===== config.mk =====
export PLATFORM = sky130hd
export DESIGN_NAME = fesl_line_code
export DESIGN_NICKNAME = d
export VERILOG_FILES = /design/src/fesl_pkg.sv /design/src/fesl_line_code.sv
export SDC_FILE = /design/constraint.sdc
export NUM_CORES = 1
export LEC_CHECK = 0
export ABC_AREA = 1
export BUFFER_PORTS_ARGS = -buffer_cell sky130_fd_sc_hd__buf_2
export CAP_MARGIN = 20
export CORE_UTILIZATION = 60
export DETAILED_ROUTE_END_ITERATION = 10
export GPL_ROUTABILITY_DRIVEN = 0
export HOLD_SLACK_MARGIN = 0.03
export PLACE_DENSITY = 0.87
export SYNTH_ARGS = -nofsm -noshare
export SYNTH_HDL_FRONTEND = slang
export SYNTH_SLANG_ARGS = --single-unit

===== constraint.sdc =====
create_clock -name core_clk_i -period 4.4 [get_ports core_clk_i]
set_input_delay 0.44 -clock core_clk_i [delete_from_list [all_inputs] [get_ports core_clk_i]]
set_output_delay 0.44 -clock core_clk_i [all_outputs]
set_load 0.01 [all_outputs]

===== src/fesl_pkg.sv =====
// shared constants and carrier types for the 100 Mb/s line-coding path
package fesl_pkg;
    // clock rate, in MHz as printed for the symbol clock
    localparam int unsigned CLK_MHZ = 20;
    // scrambler geometry
    localparam int unsigned LFSR_W = 11;
    localparam int unsigned TAP_HI = 10;
    localparam int unsigned TAP_LO = 8;
    localparam logic [10:0] SEED_BASE = 11'h7_ff;
    localparam logic [10:0] LFSR_RST = 11'h7_ff;
    // receive grouping
    localparam int unsigned SYM_W = 5;
    localparam logic [4:0] IDLE_SYM = 5'h1_f;
    localparam logic [4:0] JK_FIRST = 5'h1_8;
    localparam logic [4:0] JK_SECOND = 5'h1_1;
    // descrambler acquisition and supervision
    localparam int unsigned SYNC_IDLES = 12;
    localparam int unsigned SYNC_BITS = SYNC_IDLES * SYM_W;
    localparam int unsigned HOLD_IDLE_BITS = 58;
    localparam int unsigned HOLD_US = 722;
    localparam int unsigned HOLD_CYC_DEF = HOLD_US * CLK_MHZ;
    localparam logic [5:0] ONES_RST = 6'h00;

    // three-level line value as two binary rails
    typedef struct packed {
        logic pos;
        logic neg;
    } fesl_mlt3_s;

    // five-bit symbol with its strobe
    typedef struct packed {
        logic valid;
        logic [4:0] data;
    } fesl_sym_s;

    typedef enum logic [1:0] {
        FESL_UNSYNC = 2'b00,
        FESL_SYNC = 2'b01
    } fesl_sync_e;
endpackage : fesl_pkg

===== src/fesl_line_code.sv =====
// transmit scrambler, nrzi and mlt-3 split; receive decode, descrambler and grouping
//
// Behaviour
// - transmit scrambler is a closed-loop 11-bit LFSR.
// - scrambled bit is encoder NRZ bit XOR scrambler output.
// - scrambler seed derives from the five-bit station address strap.
// - scrambled stream is NRZI coded, toggling level on each one.
// - NRZI ones alternate between two output rails, forming MLT-3.
// - only MLT-3 leaves the transmit pair; no binary output mode exists.
// - link pulses never assert signal detect.
// - received MLT-3 levels are turned into NRZI bits first.
// - NRZI converted to NRZ, transition means one, then descrambled.
// - received bits grouped into five-bit symbols for the PCS.
// - descrambler regenerates key; unscrambled bit is scrambled bit XOR key.
// - sync declared after twelve descrambled idle groups; unaligned symbols then output.
// - declaring sync starts a 722 us hold countdown.
// - idles spanning 58 bit times restart the hold countdown.
// - hold expiry drops sync, resets descrambler, restarts acquisition.
// - aligned flag sets after 11000 then 10001 seen as delivered groups; the boundary is never moved.
`timescale 1ns/1ps
`default_nettype none
module fesl_line_code #(
    parameter int unsigned HOLD_CYC = fesl_pkg::HOLD_CYC_DEF
) (
    input wire logic core_clk_i,
    input wire logic rst_n_i,
    input wire logic [4:0] station_address_strap_i,
    input wire logic tx_nrz_i,
    output fesl_pkg::fesl_mlt3_s tx_line_o,
    input wire fesl_pkg::fesl_mlt3_s rx_line_i,
    input wire logic rx_energy_i,
    input wire logic rx_link_pulse_i,
    output logic signal_detect_o,
    output fesl_pkg::fesl_sym_s rx_sym_o,
    output logic rx_sync_o,
    output logic rx_aligned_o
);
    import fesl_pkg::*;

    // data flow, one bit per clock in each direction:
    //   tx: nrz bit -> scramble -> nrzi -> two-rail mlt-3 -> registered rails
    //   rx: rails -> nrzi level -> nrz edge -> descramble -> 5-bit grouping
    // the two directions share no state; only the line closes the loop
    // rail coding: both low is the zero level, pos or neg high the outer levels
    // latency: a tx bit shows on the rails one edge after it is taken
    // the hold timer counts clocks, so its length scales with the clock rate
    // limitation: no bypass of scrambler or nrzi; only mlt-3 ever leaves
    // acquisition assumes idle traffic; data during acquisition only delays lock
    // symbol boundary is free-running; alignment is flagged, never enforced
    // signal detect is a plain filtered level, no timing qualification
    // all outputs come from flops, so downstream logic sees no glitches
    // reset is synchronous; every register takes its reset value on the same edge
    // strap is read at the load edge only; later changes have no effect

    // seed caught by a clocked load at reset release, never by the async path
    // trade-off: xor of an all-ones base never yields the dead all-zero state
    logic [10:0] seed;
    assign seed = SEED_BASE ^ {6'h00, station_address_strap_i};

    // transmit state
    // scrambler register; seeded once, then free-running
    logic [10:0] tx_lfsr_q, tx_lfsr_d;
    // nrzi line level and the mlt-3 polarity phase
    logic tx_nrzi_q, tx_nrzi_d;
    logic tx_phase_q, tx_phase_d;
    // low until the seed load edge has passed
    logic seeded_q, seeded_d;
    // registered rails, so the driver never sees a glitch
    fesl_mlt3_s tx_line_q, tx_line_d;
    logic scrambled_bit;

    // transmit path next state
    always_comb begin
        tx_lfsr_d = tx_lfsr_q;
        seeded_d = 1'b1;
        scrambled_bit = tx_nrz_i ^ tx_lfsr_q[TAP_HI];
        if (!seeded_q) begin
            tx_lfsr_d = seed;
        end else begin
            tx_lfsr_d = {tx_lfsr_q[9:0], tx_lfsr_q[TAP_HI] ^ tx_lfsr_q[TAP_LO]};
        end
        // nrzi: a one flips the level, a zero holds it
        tx_nrzi_d = tx_nrzi_q ^ scrambled_bit;
        tx_phase_d = tx_phase_q;
        tx_line_d = '0;
        // level high goes out on the rail picked by alternating phase
        if (tx_nrzi_d) begin
            tx_line_d.pos = ~tx_phase_q;
            tx_line_d.neg = tx_phase_q;
        end
        // phase turns when a high level ends, giving + 0 - 0
        if (tx_nrzi_q && !tx_nrzi_d) begin
            tx_phase_d = ~tx_phase_q;
        end
    end

    // transmit registers; reset clears line state to the zero level
    always_ff @(posedge core_clk_i) begin
        if (!rst_n_i) begin
            tx_lfsr_q <= LFSR_RST;
            tx_nrzi_q <= 1'b0;
            tx_phase_q <= 1'b0;
            seeded_q <= 1'b0;
            tx_line_q <= '0;
        end else begin
            tx_lfsr_q <= tx_lfsr_d;
            tx_nrzi_q <= tx_nrzi_d;
            tx_phase_q <= tx_phase_d;
            seeded_q <= seeded_d;
            tx_line_q <= tx_line_d;
        end
    end
    // rails straight from flops
    assign tx_line_o = tx_line_q;

    // receive state
    // previous nrzi level, for edge decoding
    logic rx_nrzi_q, rx_nrzi_d;
    // descrambler register, mirror of the transmit one
    logic [10:0] rx_lfsr_q, rx_lfsr_d;
    fesl_sync_e sync_q, sync_d;
    // run length of descrambled ones, saturating
    logic [5:0] ones_q, ones_d;
    // hold countdown in clocks; zero while unsynced
    logic [31:0] hold_q, hold_d;
    // free-running bit position inside the current group
    logic [2:0] bitcnt_q, bitcnt_d;
    logic [4:0] shift_q, shift_d;
    fesl_sym_s sym_q, sym_d;
    // last delivered group, for start-pair detection
    logic [4:0] prev_sym_q, prev_sym_d;
    logic aligned_q, aligned_d;
    logic sd_q, sd_d;
    logic rx_nrzi_bit, rx_nrz_bit, key_bit, unscrambled_bit;

    // receive path next state
    always_comb begin
        // line decode: any outer level is an nrzi one
        rx_nrzi_bit = rx_line_i.pos | rx_line_i.neg;
        rx_nrz_bit = rx_nrzi_bit ^ rx_nrzi_q;
        rx_nrzi_d = rx_nrzi_bit;
        // key runs self-synchronously off scrambled bits while unsynced
        key_bit = rx_lfsr_q[TAP_HI] ^ rx_lfsr_q[TAP_LO];
        unscrambled_bit = rx_nrz_bit ^ key_bit;
        rx_lfsr_d = {rx_lfsr_q[9:0], key_bit};
        sync_d = sync_q;
        ones_d = unscrambled_bit ? ((ones_q == 6'h3f) ? ones_q : ones_q + 6'h01) : 6'h00;
        hold_d = hold_q;
        // filter: pulses alone are not a carrier
        sd_d = rx_energy_i & ~rx_link_pulse_i;
        if (sync_q == FESL_UNSYNC) begin
            // load observed stream: a run of descrambled ones implies lock
            rx_lfsr_d = {rx_lfsr_q[9:0], ~rx_nrz_bit};
            if (32'(ones_d) >= SYNC_BITS) begin
                sync_d = FESL_SYNC;
                hold_d = HOLD_CYC;
            end
        // supervision: expiry first, then idle refresh, else count down
        end else if (hold_q == 32'h0000_0000) begin
            // expiry drops sync, reloads the descrambler and clears the ones run
            sync_d = FESL_UNSYNC;
            rx_lfsr_d = LFSR_RST;
            ones_d = 6'h00;
        end else if (32'(ones_d) >= HOLD_IDLE_BITS) begin
            hold_d = HOLD_CYC;
            ones_d = 6'h00;
        end else begin
            hold_d = hold_q - 32'h0000_0001;
        end
        // grouping runs free; the boundary is left to the downstream aligner
        shift_d = {shift_q[3:0], unscrambled_bit};
        bitcnt_d = (bitcnt_q == 3'd4) ? 3'd0 : bitcnt_q + 3'd1;
        // gate on next sync state, so no group leaves in the cycle sync drops
        sym_d.valid = (bitcnt_q == 3'd4) && (sync_d == FESL_SYNC);
        sym_d.data = shift_d;
        prev_sym_d = sym_d.valid ? shift_d : prev_sym_q;
        // start-pair watch; cleared whenever sync is lost
        aligned_d = aligned_q;
        if (sync_q != FESL_SYNC) begin
            aligned_d = 1'b0;
        end else if (sym_d.valid && prev_sym_q == JK_FIRST && shift_d == JK_SECOND) begin
            aligned_d = 1'b1;
        end
    end

    // receive registers; reset leaves the descrambler unsynced
    always_ff @(posedge core_clk_i) begin
        if (!rst_n_i) begin
            rx_nrzi_q <= 1'b0;
            rx_lfsr_q <= LFSR_RST;
            sync_q <= FESL_UNSYNC;
            ones_q <= ONES_RST;
            hold_q <= 32'h0000_0000;
            bitcnt_q <= 3'd0;
            shift_q <= 5'h00;
            sym_q <= '0;
            prev_sym_q <= 5'h00;
            aligned_q <= 1'b0;
            sd_q <= 1'b0;
        end else begin
            rx_nrzi_q <= rx_nrzi_d;
            rx_lfsr_q <= rx_lfsr_d;
            sync_q <= sync_d;
            ones_q <= ones_d;
            hold_q <= hold_d;
            bitcnt_q <= bitcnt_d;
            shift_q <= shift_d;
            sym_q <= sym_d;
            prev_sym_q <= prev_sym_d;
            aligned_q <= aligned_d;
            sd_q <= sd_d;
        end
    end

    // outputs straight from state
    assign rx_sym_o = sym_q;
    assign rx_sync_o = (sync_q == FESL_SYNC);
    assign rx_aligned_o = aligned_q;
    assign signal_detect_o = sd_q;
endmodule : fesl_line_code
`default_nettype wire


==> results.md <==
- Final Skew: roughly 0.014 ns
- Post-synth EDFFs: 0
- Launch point of the worst path: ones_q[0]
- Sw Ratio: a little under a quarter
- Most frequent cells in the layout: nand2_1 (119), nor2_1 (103), dfxtp_1 (84)
- 1st-iter DRT viols: about 170
- Crit Reg-Reg Endpoint: hold_q[1]
- Post-Syn Area: 3861 µm²
- Share of post-route cells with drive strength above 1: 13.06%
- Synth Register Bits: 84
- H-tree depth: 3
- RSZ-0062 raised after global routing: no
- Critical Path AT: between 2 and 3 ns
- Fillers: approximately 490
- Largest net degree at the start of global routing: between 50 and 60
- Met2 WL post-DR: 3450 µm
- Dpl cells: between 600 and 700
- CTS Buffer Depth: 2
- Post-DP HPWL: between 5000 and 6000 µm
- Main combinational cell family by area after synthesis: simple AND/OR/NAND/NOR gates
- CP Class: flip-flop to flip-flop
- Commonest non-fill, non-tap cell in the layout: nand2_1
- Critical Path Sink: hold_q[1]
- TritonRoute pass-1 iters: 4
- Layout area overhead: 8.328%
- Top Metal Used: met4
- Vias in the first global route: a little under 3000
- Routed wire per std cell: roughly 12 µm
- Post-DRT Antenna Nets: 0
- Die height: 82.22 µm
- Post-synthesis sequential area ratio: 43.55%
- M1 WL: 3540 µm
- Post-CTS Setup Inserts: 0
- Via count: approximately 3300
- Final WL: 7415 µm
- CTS root buffer: clkbuf_8
- CTS Hold Bufs: 0
- Multi-input gate area: 1857 µm²
- Post-Synth Adder-Cell Area: between 1.5 and 2%
- Min cycle time layout: 2.542 ns
- Final net count: roughly 570
- XOR/XNOR share of the synthesized area: 3.176%
- Syn nets: roughly 560
- Largest cells by area after synthesis: dfxtp_1 (44%), nand2_1 (12%), nor2_1 (10%)
- Hold Vio Cnt, Final: 0
- Total congestion overflow: 0
- R2R Path Start: ones_q[0]
- Worst R2R Path Depth: 11
- Cts repair resizes: 0
- First-pass GRT wire length: ~12000 µm
- Ys flop type: dfxtp_1
- Simple-Gate Fraction of Synth Area: 35.09%
- Initial antenna violation count: 0
- Total GRT Usage: between 20 and 25%
- Pint: roughly 1.1 mW
- CTS tree: built
- Die area: around 6800 µm²
- Synth Area in Compound Gates: under 10%
- Max FO, Critical Path: 50
- Clk pwr share: between 40% and 50%
- Register area: around 1700 µm²
- Critical Path RT: 4.63 ns
- Worst slew margin: 53.72%
- Initial core utilization: between 60% and 70%
- Clock latency on the worst-skew pair: 0.36 ns
- # IOs: 23
- Mux share of post-synthesis cell area: 0%
- Comb pwr share: under 10%
- Worst IR Drop VDD: between 200 and 300 µV
- Vias/cell: 5.208
- # DRC: 0
- Power share of the sequential group: a little over half
- Routed met3 length: 316 µm
- Reg2Reg Setup Slack: between 1.5 and 2 ns
- Setup violations, final: 0
- Pleak: around 1.9 nW
- Clk slew on worst S/H paths: roughly 0.09 ns
- Die Wd: approximately 82 µm
- Core region area: ~6000 µm²
- Max cap viols: 0
- PwrDens: 350.8 nW/µm²
- Async set-reset flop share out of synthesis: 0%
- Outcome: finished clean
- Gate Count Post-Synth: 538
- Avg Synthesized Cell Area: just over 7 µm²
- Inserted Diodes: 0
- Dominant cell type by area after synthesis: dfxtp_1
- Startpoint types: flip-flop
- Pins Over Slew Limit: 0
- Switching power: about 0.34 mW
- Worst hold margin: between 0.2 and 0.25 ns
- Final cycle utilization of the critical path: approximately 58%
- Fin cells: approximately 630
- CTS Sinks: 84
- Cell Rows: 28
- Max Fclk: just under 400 MHz
- CP Capture Type: flip-flop
- Hold Crit Class: primary input to flip-flop
- Distinct cells, synth: 33
- TritonCTS buffer count: 9
- Top-area cell type share of the netlist area: roughly 44%
- Yosys warning count: 0
- I/O Buffers: 22
- Slew of the pin with the lowest slew margin: 0.6941 ns
- Setup TNS: 0 ns
==> metal layers <==
metal / GRT usage [%] / vias to the layer above
met1: 28.87 / 1494
met5: 0 / -
met4: 10.53 / 0
met3: 5.165 / 13
met2: 41.40 / 77
li1: - / 1718
==> final cells by class <==
cell class,count,area share (%)
clock buffers,9,2.961
well taps,75,2.243
multi-input cells,380,44.39
repair buffers,22,2.632
inverters,57,5.115
flip-flops and latches,84,40.20
clock inverters,7,2.453
==> cell families after synthesis <==
| group | after synthesis |
|---|---|
| flops | 84 |
| fa+ha+maj | 5 |
| simple gates | 302 |
| buf+inv | 74 |
| compound gates | 59 |
| xor+xnor | 14 |
==> through the flow <==
stage               setup WS [ns]  total power, mW  util, %  area (µm²)
floorplan                   2.636           0.8450        -        3861
global placement            2.002           0.8582    65.28        3956
detailed placement          1.874           0.8623    65.28        3956
CTS                         1.880            1.476    69.01        4183
global route                1.641            1.517    69.01        4183
finish                      1.858            1.468    69.01        4183
==> critical path, cell delays in order, from the launching register on <==
cell and delay, ns:
dfxtp_1 0.35, ha_1 0.23, nand2_1 0.13, inv_2 0.06
a21oi_1 0.18, nand3_1 0.14, nor2_1 0.21, nand2_4 0.10
nand2_4 0.36, nand2_2 0.26, nand2_1 0.29, nor2_1 0.08
==> Yosys cell counts, types with 2 or more instances <==
cell type and instances:
nor4_1 2, xnor2_1 4, inv_2 4, nand2_1 119, a21oi_1 22, nor3_1 13, nor2_4 3, nand2_4 4
or2_2 15, clkbuf_1 6, buf_4 6, nand2_2 3, ha_1 5, buf_2 3, nor2_1 103, o21ai_0 29
o21ai_1 4, inv_1 53, nand4_1 7, dfxtp_1 84, nand3_1 19, nand3b_1 10, xor2_1 10
==> state kept, by name, summed over array words and instances, names as in the netlist, 2 cells and up <==
name	count
hold_q	32
sync_q	2
tx_line_o	2
rx_sym_o	6
ones_q	6
tx_lfsr_q	11
prev_sym_q	5
bitcnt_q	3
rx_lfsr_q	11
==> power by group through the flow <==
stage                     sequential, mW  clock, mW  combinational, mW
after floorplan                    0.802          0             0.0433
after global placement             0.802          0             0.0557
after detailed placement           0.803          0             0.0589
after CTS                          0.786      0.631             0.0597
after global routing               0.788      0.661             0.0677
final                              0.786      0.623             0.0593
==> worst min path at each step <==
stage / from / to / slack, ns / cells after the start
after detailed placement: tx_lfsr_q[7] / tx_lfsr_q[8] / 0.40 / 1
after CTS: rx_link_pulse_i / signal_detect_o / 0.22 / 2
after global routing: rx_link_pulse_i / signal_detect_o / 0.22 / 2
after floorplan: rx_lfsr_q[9] / rx_lfsr_q[10] / 0.39 / 1
final: rx_link_pulse_i / signal_detect_o / 0.22 / 2
after global placement: rx_lfsr_q[0] / rx_lfsr_q[1] / 0.39 / 1
(Power assumes the default switching activity.)
